===== src/adc_regs_pkg.sv =====
// Constants, register map and field layout of the converter result/config register block.
// Assumes a plain synchronous register port on a 10 MHz bus clock.
// Function
// - Low result byte holds result bits 7:0, or all of an 8-bit result.
// - Load result at every completion unless compare enabled and condition false.
// - On compare event store conversion result plus two's complement of compare value.
// - In 12/10-bit modes a high-byte read blocks transfers until low byte read.
// - A result finishing while the low byte is unread is discarded.
// - In 8-bit mode high-byte reads never block transfers.
// - A write changing the mode field invalidates the low result byte.
// - 12-bit compare uses four compare-high bits against upper result bits.
// - 10-bit compare uses two compare-high bits against upper two result bits.
// - 8-bit compare ignores the compare-high register.
// - Compare-low bits are compared with the lower eight result bits always.
// - Configuration bit 7 selects high-speed or low-power converter operation.
// - Configuration bits 6:5 divide the input clock by 1, 2, 4 or 8.
// - Configuration bit 4 selects short or long sample time.
// - Configuration bits 3:2 select 8, 12 or 10-bit; 11 reserved.
// - Configuration bits 1:0 select bus, bus/2, alternate or internal async clock.
// - First pin-control bit n takes channel n pin away from port logic.
// - Second pin-control bit n takes channel n+8 pin away from port logic.
// - A set pin bit tristates output, kills input buffer and pullup.
// - A blocked transfer sets no completion flag and the result is lost.
package adc_regs_pkg;

    // ********************************************************
    // Register offsets
    // ********************************************************
    localparam logic [3:0] OFS_RESULT_HIGH  = 4'h0;
    localparam logic [3:0] OFS_RESULT_LOW   = 4'h1;
    localparam logic [3:0] OFS_CMP_HIGH     = 4'h2;
    localparam logic [3:0] OFS_CMP_LOW      = 4'h3;
    localparam logic [3:0] OFS_CONFIG       = 4'h4;
    localparam logic [3:0] OFS_PIN_LO       = 4'h5;
    localparam logic [3:0] OFS_PIN_MID      = 4'h6;

    // ********************************************************
    // Configuration fields
    // ********************************************************
    localparam int CFG_LOW_POWER_POS  = 7;
    localparam int CFG_DIVIDE_POS     = 5;
    localparam int CFG_LONG_SMP_POS   = 4;
    localparam int CFG_MODE_POS       = 2;
    localparam int CFG_CLKSEL_POS     = 0;

    localparam logic [1:0] MODE_8BIT  = 2'h0;
    localparam logic [1:0] MODE_12BIT = 2'h1;
    localparam logic [1:0] MODE_10BIT = 2'h2;

    localparam logic [7:0] REG_RESET  = 8'h00;
    localparam logic [3:0] CMP_HI12_MASK = 4'hf;
    localparam logic [3:0] CMP_HI10_MASK = 4'h3;

endpackage


===== src/adc_result_compare_config_regs.sv =====
// Result, compare value, configuration and pin-control registers of the converter.
// Assumes a converter core pulsing done with a 12-bit result, and a CPU register port.
`timescale 1ns/100ps
module adc_result_compare_config_regs
    import adc_regs_pkg::*;
(
    input  wire logic        clk_i,
    input  wire logic        resetn_i,
    input  wire logic [3:0]  addr_i,
    input  wire logic [7:0]  wdata_i,
    input  wire logic        write_i,
    input  wire logic        read_i,
    output logic      [7:0]  rdata_o,
    input  wire logic        conv_done_i,
    input  wire logic [11:0] conv_result_i,
    input  wire logic        compare_function_enable_i,
    input  wire logic        compare_greater_i,
    input  wire logic        single_mode_i,
    output logic             result_stored_o,
    output logic             restart_conv_o,
    output logic             result_valid_o,
    output logic             low_power_select_o,
    output logic      [1:0]  clock_divide_select_o,
    output logic             long_sample_select_o,
    output logic      [1:0]  mode_o,
    output logic      [1:0]  input_clock_select_o,
    input  wire logic [15:0] port_out_en_i,
    input  wire logic [15:0] port_pullup_i,
    input  wire logic [15:0] pin_in_i,
    output logic      [15:0] pin_out_en_o,
    output logic      [15:0] pin_pullup_o,
    output logic      [15:0] port_in_o
);

    // ********************************************************
    // Storage
    // ********************************************************
    logic [7:0]  result_high_reg;
    logic [7:0]  result_low_byte_reg;
    logic [7:0]  compare_value_high_reg;
    logic [7:0]  compare_value_low_reg;
    logic [7:0]  converter_configuration_reg;
    logic [7:0]  analog_pin_select_lo_reg;
    logic [7:0]  analog_pin_select_mid_reg;
    logic        interlock_reg;
    logic        valid_reg;
    logic        stored_reg;
    logic        restart_reg;
    logic [7:0]  rdata_reg;
    logic [15:0] out_en_reg;
    logic [15:0] pullup_reg;
    logic [15:0] port_in_reg;

    logic [1:0]  mode;
    logic [11:0] diff;
    logic        hit;
    logic        accept;
    logic        blocked;
    logic [11:0] stored_value;
    logic        mode_change;
    logic [15:0] out_en_w;
    logic [15:0] pullup_w;
    logic [15:0] port_in_w;

    function automatic logic is_wide(input logic [1:0] m);
        return (m == MODE_12BIT) || (m == MODE_10BIT);
    endfunction

    function automatic logic hit_wr(input logic [3:0] a, input logic [3:0] ofs,
                                    input logic w);
        return w && (a == ofs);
    endfunction

    assign mode = converter_configuration_reg[CFG_MODE_POS +: 2];

    // ********************************************************
    // Compare and pins
    // ********************************************************
    adc_compare_unit u_compare (
        .result_i   (conv_result_i),
        .cmp_high_i (compare_value_high_reg),
        .cmp_low_i  (compare_value_low_reg),
        .mode_i     (mode),
        .greater_i  (compare_greater_i),
        .diff_o     (diff),
        .hit_o      (hit)
    );

    adc_pin_gate u_pins (
        .select_i      ({analog_pin_select_mid_reg, analog_pin_select_lo_reg}),
        .port_out_en_i (port_out_en_i),
        .port_pullup_i (port_pullup_i),
        .pin_in_i      (pin_in_i),
        .out_en_o      (out_en_w),
        .pullup_o      (pullup_w),
        .port_in_o     (port_in_w)
    );

    // ********************************************************
    // Result transfer decision
    // ********************************************************
    // Interlock only matters in wide modes; a pending low read drops the result
    assign blocked = interlock_reg && is_wide(mode);
    assign accept  = conv_done_i && !blocked
                   && (!compare_function_enable_i || hit);
    assign stored_value = compare_function_enable_i ? diff : conv_result_i;
    assign mode_change = hit_wr(addr_i, OFS_CONFIG, write_i)
                       && (wdata_i[CFG_MODE_POS +: 2] != mode);

    always_ff @(posedge clk_i) begin
        if (!resetn_i) begin
            result_high_reg     <= REG_RESET;
            result_low_byte_reg <= REG_RESET;
        end else if (accept) begin
            unique case (mode)
                MODE_12BIT: result_high_reg <= {4'h0, stored_value[11:8]};
                MODE_10BIT: result_high_reg <= {6'h00, stored_value[9:8]};
                default:    result_high_reg <= REG_RESET;
            endcase
            result_low_byte_reg <= stored_value[7:0];
        end
    end

    // Valid flag: a new store wins over an invalidating mode write
    always_ff @(posedge clk_i) begin
        if (!resetn_i) begin
            valid_reg <= 1'b0;
        end else if (accept) begin
            valid_reg <= 1'b1;
        end else if (mode_change) begin
            valid_reg <= 1'b0;
        end
    end

    // Interlock: set by high read in 12/10-bit modes, cleared by low read; set wins
    always_ff @(posedge clk_i) begin
        if (!resetn_i) begin
            interlock_reg <= 1'b0;
        end else if (read_i && addr_i == OFS_RESULT_HIGH && is_wide(mode)) begin
            interlock_reg <= 1'b1;
        end else if (read_i && addr_i == OFS_RESULT_LOW) begin
            interlock_reg <= 1'b0;
        end
    end

    // Completion and restart pulses toward the sequencer
    always_ff @(posedge clk_i) begin
        if (!resetn_i) begin
            stored_reg  <= 1'b0;
            restart_reg <= 1'b0;
        end else begin
            stored_reg  <= accept;
            // Blocked single compare-miss just ends; other blocked cases retry
            restart_reg <= conv_done_i && blocked
                         && !(single_mode_i && compare_function_enable_i && !hit);
        end
    end

    // ********************************************************
    // Software registers
    // ********************************************************
    always_ff @(posedge clk_i) begin
        if (!resetn_i) begin
            compare_value_high_reg      <= REG_RESET;
            compare_value_low_reg       <= REG_RESET;
            converter_configuration_reg <= REG_RESET;
            analog_pin_select_lo_reg    <= REG_RESET;
            analog_pin_select_mid_reg   <= REG_RESET;
        end else if (write_i) begin
            unique case (addr_i)
                OFS_CMP_HIGH: compare_value_high_reg      <= wdata_i;
                OFS_CMP_LOW:  compare_value_low_reg       <= wdata_i;
                OFS_CONFIG:   converter_configuration_reg <= wdata_i;
                OFS_PIN_LO:   analog_pin_select_lo_reg    <= wdata_i;
                OFS_PIN_MID:  analog_pin_select_mid_reg   <= wdata_i;
                default: ;
            endcase
        end
    end

    // Unmapped addresses and either result byte while invalid read zero
    always_ff @(posedge clk_i) begin
        if (!resetn_i) begin
            rdata_reg <= REG_RESET;
        end else if (read_i) begin
            unique case (addr_i)
                OFS_RESULT_HIGH: rdata_reg <= valid_reg ? result_high_reg : REG_RESET;
                OFS_RESULT_LOW:  rdata_reg <= valid_reg ? result_low_byte_reg : REG_RESET;
                OFS_CMP_HIGH:    rdata_reg <= compare_value_high_reg;
                OFS_CMP_LOW:     rdata_reg <= compare_value_low_reg;
                OFS_CONFIG:      rdata_reg <= converter_configuration_reg;
                OFS_PIN_LO:      rdata_reg <= analog_pin_select_lo_reg;
                OFS_PIN_MID:     rdata_reg <= analog_pin_select_mid_reg;
                default:         rdata_reg <= REG_RESET;
            endcase
        end else begin
            rdata_reg <= REG_RESET;
        end
    end

    // Pin gating registered so every output leaves a flop; one cycle of lag
    always_ff @(posedge clk_i) begin
        if (!resetn_i) begin
            out_en_reg  <= 16'h0000;
            pullup_reg  <= 16'h0000;
            port_in_reg <= 16'h0000;
        end else begin
            out_en_reg  <= out_en_w;
            pullup_reg  <= pullup_w;
            port_in_reg <= port_in_w;
        end
    end

    // ********************************************************
    // Outputs
    // ********************************************************
    assign rdata_o               = rdata_reg;
    assign result_stored_o       = stored_reg;
    assign restart_conv_o        = restart_reg;
    assign result_valid_o        = valid_reg;
    assign low_power_select_o    = converter_configuration_reg[CFG_LOW_POWER_POS];
    assign clock_divide_select_o = converter_configuration_reg[CFG_DIVIDE_POS +: 2];
    assign long_sample_select_o  = converter_configuration_reg[CFG_LONG_SMP_POS];
    assign mode_o                = mode;
    assign input_clock_select_o  = converter_configuration_reg[CFG_CLKSEL_POS +: 2];
    assign pin_out_en_o          = out_en_reg;
    assign pin_pullup_o          = pullup_reg;
    assign port_in_o             = port_in_reg;

endmodule


===== src/adc_compare_unit.sv =====
// Compare value alignment and difference for the result path.
// Assumes a result already aligned to the selected resolution.
`timescale 1ns/100ps
module adc_compare_unit
    import adc_regs_pkg::*;
(
    input  wire logic [11:0] result_i,
    input  wire logic [7:0]  cmp_high_i,
    input  wire logic [7:0]  cmp_low_i,
    input  wire logic [1:0]  mode_i,
    input  wire logic        greater_i,
    output logic      [11:0] diff_o,
    output logic             hit_o
);
    logic [11:0] cmp_value;
    logic [11:0] res_masked;

    always_comb begin
        unique case (mode_i)
            MODE_12BIT: begin
                cmp_value  = {cmp_high_i[3:0] & CMP_HI12_MASK, cmp_low_i};
                res_masked = result_i;
            end
            MODE_10BIT: begin
                cmp_value  = {cmp_high_i[3:0] & CMP_HI10_MASK, cmp_low_i};
                res_masked = {2'h0, result_i[9:0]};
            end
            default: begin
                cmp_value  = {4'h0, cmp_low_i};
                res_masked = {4'h0, result_i[7:0]};
            end
        endcase
        diff_o = res_masked + (~cmp_value + 12'h001);
        hit_o  = greater_i ? (res_masked >= cmp_value) : (res_masked < cmp_value);
    end
endmodule


===== src/adc_pin_gate.sv =====
// Per-pin gating of port logic by the analog pin select bits.
// Assumes port logic drives output, enable, pullup and samples input per pin.
`timescale 1ns/100ps
module adc_pin_gate (
    input  wire logic [15:0] select_i,
    input  wire logic [15:0] port_out_en_i,
    input  wire logic [15:0] port_pullup_i,
    input  wire logic [15:0] pin_in_i,
    output logic      [15:0] out_en_o,
    output logic      [15:0] pullup_o,
    output logic      [15:0] port_in_o
);
    always_comb begin
        out_en_o  = port_out_en_i & ~select_i;
        pullup_o  = port_pullup_i & ~select_i;
        port_in_o = pin_in_i & ~select_i;
    end
endmodule


===== config.mk =====
export PLATFORM = sky130hd
export DESIGN_NAME = adc_result_compare_config_regs
export DESIGN_NICKNAME = d
export VERILOG_FILES = /design/src/adc_regs_pkg.sv /design/src/adc_result_compare_config_regs.sv /design/src/adc_compare_unit.sv /design/src/adc_pin_gate.sv
export SDC_FILE = /design/constraint.sdc
export NUM_CORES = 1
export LEC_CHECK = 0
export BUFFER_PORTS_ARGS = -buffer_cell sky130_fd_sc_hd__buf_2
export CORE_MARGIN = 3
export CORE_UTILIZATION = 50
export CTS_BUF_LIST = sky130_fd_sc_hd__clkbuf_16
export DETAILED_ROUTE_END_ITERATION = 10
export GPL_TIMING_DRIVEN = 0
export PLACE_DENSITY = 0.89
export SLEW_MARGIN = 20
export SYNTH_ARGS = -nofsm -noshare
export SYNTH_HDL_FRONTEND = slang
export SYNTH_SLANG_ARGS = --single-unit
export TNS_END_PERCENT = 5

===== constraint.sdc =====
create_clock -name clk_i -period 3.2 [get_ports clk_i]
set_input_delay 0.32 -clock clk_i [delete_from_list [all_inputs] [get_ports clk_i]]
set_output_delay 0.32 -clock clk_i [all_outputs]
set_load 0.1 [all_outputs]

==> qor.csv, run 1 <==
metric,value,unit
outcome,"complete, no violations",
# setup viols final,0,
Logic pwr share,0.192,
hold path depth,2,
Num CTS Buffers,9,
Routed Antenna Nets,0,
input/output buffers,141,
Iteration-0 DRC Markers,659,
sequential power share,0.473,
Clock Sinks,112,
drt drc,0,
IO Count,147,
worst path cell trace,"inv_1, ha_1, nor2_1, nor2_2, and2_1, ha_2, nand2_1, nor3_2, a21o_1, and3b_1, or3_4, buf_6, mux2i_1",
crit path DAT,3310,ps
hold crit path type,primary input to register,
Clock H-tree levels,3,
ys async rst share,0,
worst-case clock buffer depth,2,
"most common cell after layout, fill and taps aside",buf_2,
Layout area overhead,23.9,%
CTS tree,yes,
Place WS,30.8,ps
worst-margin pin slew,889,ps
maximum clock frequency,324,MHz
critical path's slowest cell,dfxtp_4,
die width,105,um
min-delay src,single_mode_i,
Placer Congestion,0.957,
CP Launch Type,register,
post-synthesis average cell area,8.69,um2
worst skew pair latency,340,ps
Root Driver,clkbuf_16,
Mapped Nets,660,
ANT cells,0,
grt total ovfl,0,
Critical Path Fanout Max,10,
Synth top area share,0.457,
layout cell share with drive strength beyond 1,0.252,
Final Skew,7.67,ps
Switching Share,0.316,
top_reg_cell synth,dfxtp_1,
Final Hold Viols,0,
final period demand of the worst path,3090,ps
Leakage,0.00259,uW
CP Class,register to register,
Critical Path RT,3430,ps
Post-Place Cells,834,
post-synth top area cell,dfxtp_1,
Psw,978,uW
final cell count without fillers,850,
internal power,2110,uW
max-cap violation count,0,
Post-DP HPWL,10.9,mm
Post-Syn Area,4900,um2
"Warnings, synthesis",0,
Pwr per Cell Area,509,nW/um2
Total Nets Final,812,
largest net degree at the start of global routing,19,
Avg Vias per Cell,5.80,
most frequent cells in the layout,"buf_2, dfxtp_1, nand2_1, and2_1, a21oi_1",
Synth Register Bits,112,
Worst setup EP type,register,
First-pass DRT Iterations,7,
clock power share,0.335,
Clock transition at path regs,70,ps
Core Box Area,9370,um2
die area,11000,um2
peak supply drop,0.000392,V
final worst slack,113,ps
final slew viol count,0,
Core Rows,35,
CP Launch Point,converter_configuration_reg[3]$_SDFFE_PN0P_,
fillers,788,
GRT Resource Usage Total,0.253,
antenna violations before repair,0,
Routed WL per cell,17.3,um
Worst path max stage delay,430,ps
postcts setup bufs,0,
"EDFF count, synth",0,
fin util,0.648,
Die Ht,105,um
Max transition margin,0.406,
part of the cycle the worst path needs,0.965,
Synth area leaders,"dfxtp_1, and2_1, nand2_1",
synth unique cells,53,
Post-Route WL,14.7,mm
vias post-DR,4930,
first-pass GRT wire length,22.6,mm
post-synthesis sequential area ratio,0.457,
Worst Reg-to-Reg Cells,13,
vias in the first global route,4760,
RR Startpoint,converter_configuration_reg[3]$_SDFFE_PN0P_,
starting density of the core,0.523,
Gate Count Post-Synth,564,
-- what timing repair did --
action | CTS | global route
gates resized for setup | 0 | 8
hold buffers | 0 | 0
setup endpoints to repair | 0 | 14
-- worst max-delay path: cells and delay by family, from the launching register on --
kind                     cells  cell delay [ps]
flip-flops                   1              430
AND/OR/NAND/NOR              7             1350
buffers and inverters        2              230
multiplexers                 1              120
adder cells (fa/ha/maj)      2              660
AO/OA/AOI/OAI                1              160
-- layer usage --
| layer | vias to the layer above | global-route usage | wire, um |
|---|---|---|---|
| li1 | 2277 | - | - |
| met1 | 2263 | 0.304 | 5570 |
| met2 | 333 | 0.434 | 6990 |
| met3 | 57 | 0.0754 | 1690 |
| met4 | 0 | 0.0778 | 445 |
| met5 | - | 0 | 0 |
-- synthesized netlist by cell type (2+ instances only) --
| cell | n |
|---|---|
| a31oi_1 | 10 |
| a222oi_1 | 4 |
| nor2_1 | 27 |
| nand2b_1 | 4 |
| o211ai_1 | 2 |
| buf_1 | 2 |
| nor4b_1 | 3 |
| nand4_1 | 5 |
| nand3b_1 | 4 |
| a22oi_1 | 16 |
| and3b_1 | 2 |
| nor2b_1 | 4 |
| dfxtp_1 | 112 |
| a21boi_0 | 2 |
| nand3_1 | 46 |
| inv_1 | 16 |
| xor2_1 | 3 |
| buf_2 | 3 |
| mux2i_1 | 16 |
| mux2_2 | 6 |
| o21a_1 | 2 |
| nor4bb_1 | 2 |
| nor4b_2 | 2 |
| nand2_1 | 83 |
| a21o_1 | 2 |
| clkbuf_1 | 24 |
| o22ai_1 | 2 |
| ha_1 | 15 |
| o31ai_1 | 4 |
| o21ai_0 | 8 |
| and2_1 | 53 |
| nor3_1 | 3 |
| nor3_2 | 2 |
| a21oi_1 | 54 |
| and4_1 | 3 |
-- cells by family (layout without fill, tap and decap cells) --
family	count (synthesis)	after routing	synth area share
flip-flops	112	112	0.457
multiplexers	22	22	0.0465
AND/OR/NAND/NOR	248	248	0.261
XOR/XNOR	4	4	0.00715
adder cells (fa/ha/maj)	16	16	0.0424
AO/OA/AOI/OAI	115	115	0.147
buffers and inverters	47	204	0.0385
-- cell type report --
type / count / area [um2] / share of cell area
Clock inverter: 7 / 45.0 / 0.00742
Timing Repair Buffer: 141 / 706 / 0.116
Clock buffer: 9 / 225 / 0.0371
Multi-Input combinational cell: 405 / 2500 / 0.411
Buffer: 31 / 129 / 0.0212
Sequential cell: 112 / 2250 / 0.370
Tap cell: 129 / 161 / 0.0266
Inverter: 16 / 60.1 / 0.00989
-- worst paths after layout --
kind	endpoint	slack, ps
worst max-delay path	result_high_reg[0]$_SDFFE_PN0P_	110
worst min-delay path	restart_conv_o$_SDFF_PN0_	140
worst max register to register	result_high_reg[0]$_SDFFE_PN0P_	110
worst min register to register	compare_value_high_reg[5]$_SDFFE_PN0P_	460
-- per-stage QoR --
step | setup TNS (ps) | cell area [um2] | hold WS [ps] | total power [uW]
after floorplan | 0 | 4910 | 408 | 1930
after global placement | 0 | 5770 | 443 | 2060
after detailed placement | 0 | 5770 | 450 | 2080
after CTS | 0 | 6040 | 137 | 3080
after global routing | -9.73 | 6070 | 151 | 3170
final | 0 | 6070 | 136 | 3090
-- power by group through the flow --
stage | logic, uW | clock network [uW] | registers, uW
2_1_floorplan | 175 | 0 | 1760
3_3_place_gp | 570 | 0 | 1490
3_5_place_dp | 582 | 0 | 1490
4_1_cts | 586 | 1030 | 1460
5_1_grt | 623 | 1090 | 1470
6_report | 594 | 1030 | 1460
Power figures use the tool's default switching activity.
==> run 2: changes to the inputs <==
Settings changed: SETUP_SLACK_MARGIN from default to 0.2.
==> run 2 against run 1 <==
Cell count up 0.35%. Critical path type unchanged. Power grew 4.2%. Largest power group unchanged. Core utilization grew 1.3 points. Fmax increased by 7.7%. Sequential cell count stayed put.
==> qor.csv, run 2 (synthesis gave the netlist of run 1 again) <==
metric,value,unit
Final Hold Viols,0,
Post-DP HPWL,10.8,mm
fillers,773,
ANT cells,0,
input/output buffers,141,
Core Rows,35,
layout cell share with drive strength beyond 1,0.261,
IO Count,147,
Root Driver,clkbuf_16,
Leakage,0.00263,uW
WL met2,6.91,mm
GRT Resource Usage Total,0.252,
starting density of the core,0.523,
Avg Vias per Cell,5.74,
grt total ovfl,0,
fin util,0.660,
hold crit path type,primary input to register,
Clock Sinks,112,
part of the cycle the worst path needs,0.896,
Routed WL per cell,16.9,um
wl on met1,5.63,mm
die area,11000,um2
Core Box Area,9370,um2
metal3 WL,1.53,mm
Final Skew,6.63,ps
final period demand of the worst path,2870,ps
Placer Congestion,0.989,
Routed Antenna Nets,0,
unrepaired setup endpoints after global routing,no,
drt drc,0,
Pwr per Cell Area,520,nW/um2
Total Nets Final,815,
footprint of the multi-input gates,2550,um2
uppermost layer routed,met4,
First-pass DRT Iterations,7,
largest net degree at the start of global routing,21,
worst skew pair latency,350,ps
Iteration-0 DRC Markers,513,
first-pass GRT wire length,22.3,mm
Num CTS Buffers,9,
sequential cell area,2250,um2
die width,105,um
crit path DAT,3100,ps
Post-Route WL,14.4,mm
Max transition margin,0.384,
Clock transition at path regs,80,ps
final slew viol count,0,
outcome,"complete, no violations",
Critical Path Fanout Max,10,
Clock H-tree levels,3,
# setup viols final,0,
Layout area overhead,26.3,%
Critical Path RT,3430,ps
peak supply drop,0.000616,V
Hold Buf Count CTS,0,
CP Class,register to register,
CP Launch Type,register,
TNS Setup,0,ps
vias post-DR,4899,
vias in the first global route,4703,
CTS tree,yes,
"most common cell after layout, fill and taps aside",buf_2,
antenna violations before repair,0,
max-cap violation count,0,
Worst setup EP type,register,
worst-case clock buffer depth,2,
worst-margin pin slew,911,ps
maximum clock frequency,349,MHz
most frequent cells in the layout,"buf_2, dfxtp_1, nand2_1, and2_1, a21oi_1",
Die Ht,105,um
==> run 2: cell types whose count changed in the layout (fill, tap and decap cells not counted), moves of 2 or more <==
cell        before  now
clkinvlp_4       2    0
ha_1            13   11
buf_4            0    3
nor3_2           3    1
ha_4             0    3
inv_8            0    2
nor2_4           0    2
==> run 2: path summary, 6_finish.rpt <==
path | endpoint | start | slack (ps) | cells past startpoint
worst max register to register | result_low_byte_reg[1]$_SDFFE_PN0P_ | converter_configuration_reg[3]$_SDFFE_PN0P_ | 330 | 13
worst min register to register | result_high_reg[0]$_SDFFE_PN0P_ | result_high_reg[0]$_SDFFE_PN0P_ | 460 | 2
worst min-delay path | restart_conv_o$_SDFF_PN0_ | single_mode_i | 140 | 2
worst max-delay path | result_low_byte_reg[1]$_SDFFE_PN0P_ | converter_configuration_reg[3]$_SDFFE_PN0P_ | 330 | 13
==> run 2: power by group <==
group / switching (uW) / internal (uW) / total (uW)
combinational: 450 / 145 / 595
sequential: 20.4 / 1440 / 1460
clock: 538 / 627 / 1160
==> run 2: timing repair <==
action                                  CTS  global route
hold endpoints to repair                  0             0
setup buffers                             0             3
pin swaps                                 1             3
resized for setup                         5             9
endpoints found under the setup margin   13            14
==> run 2: area by class of cell <==
type                    count  share of cell area
plain buffers              31              0.0208
clock buffers               9              0.0364
clock inverters             7              0.0146
inverters                  16             0.00970
multi-input cells         405               0.411
flip-flops and latches    112               0.363
well taps                 129              0.0261
repair buffers            144               0.118
==> run 2: stage by stage <==
step                std cells  area (um2)  setup WS (ps)  hold WS [ps]  power, uW
floorplan                 564        4910            218           408       1930
global placement          834        5780            153           444       2060
detailed placement        834        5780           63.4           451       2080
CTS                       850        6130            207           141       3220
global route              853        6190            200           163       3310
finish                    853        6190            333           143       3220
==> run 2: critical path: stages, from the launching register on <==
cell and delay [ps]:
dfxtp_4 400, inv_1 50, ha_2 220, nor2_4 130, nor2_4 60, and2_1 180, ha_4 320, nand2_2 100
nor3_4 200, a21o_1 160, and3b_1 190, or3_4 400, buf_6 170, mux2i_2 160
==> run 2: layer usage <==
layer  up-vias  GRT usage
met2       320      0.417
met1      2251      0.318
li1       2286          -
met4         0     0.0806
met5         -          0
met3        42     0.0692
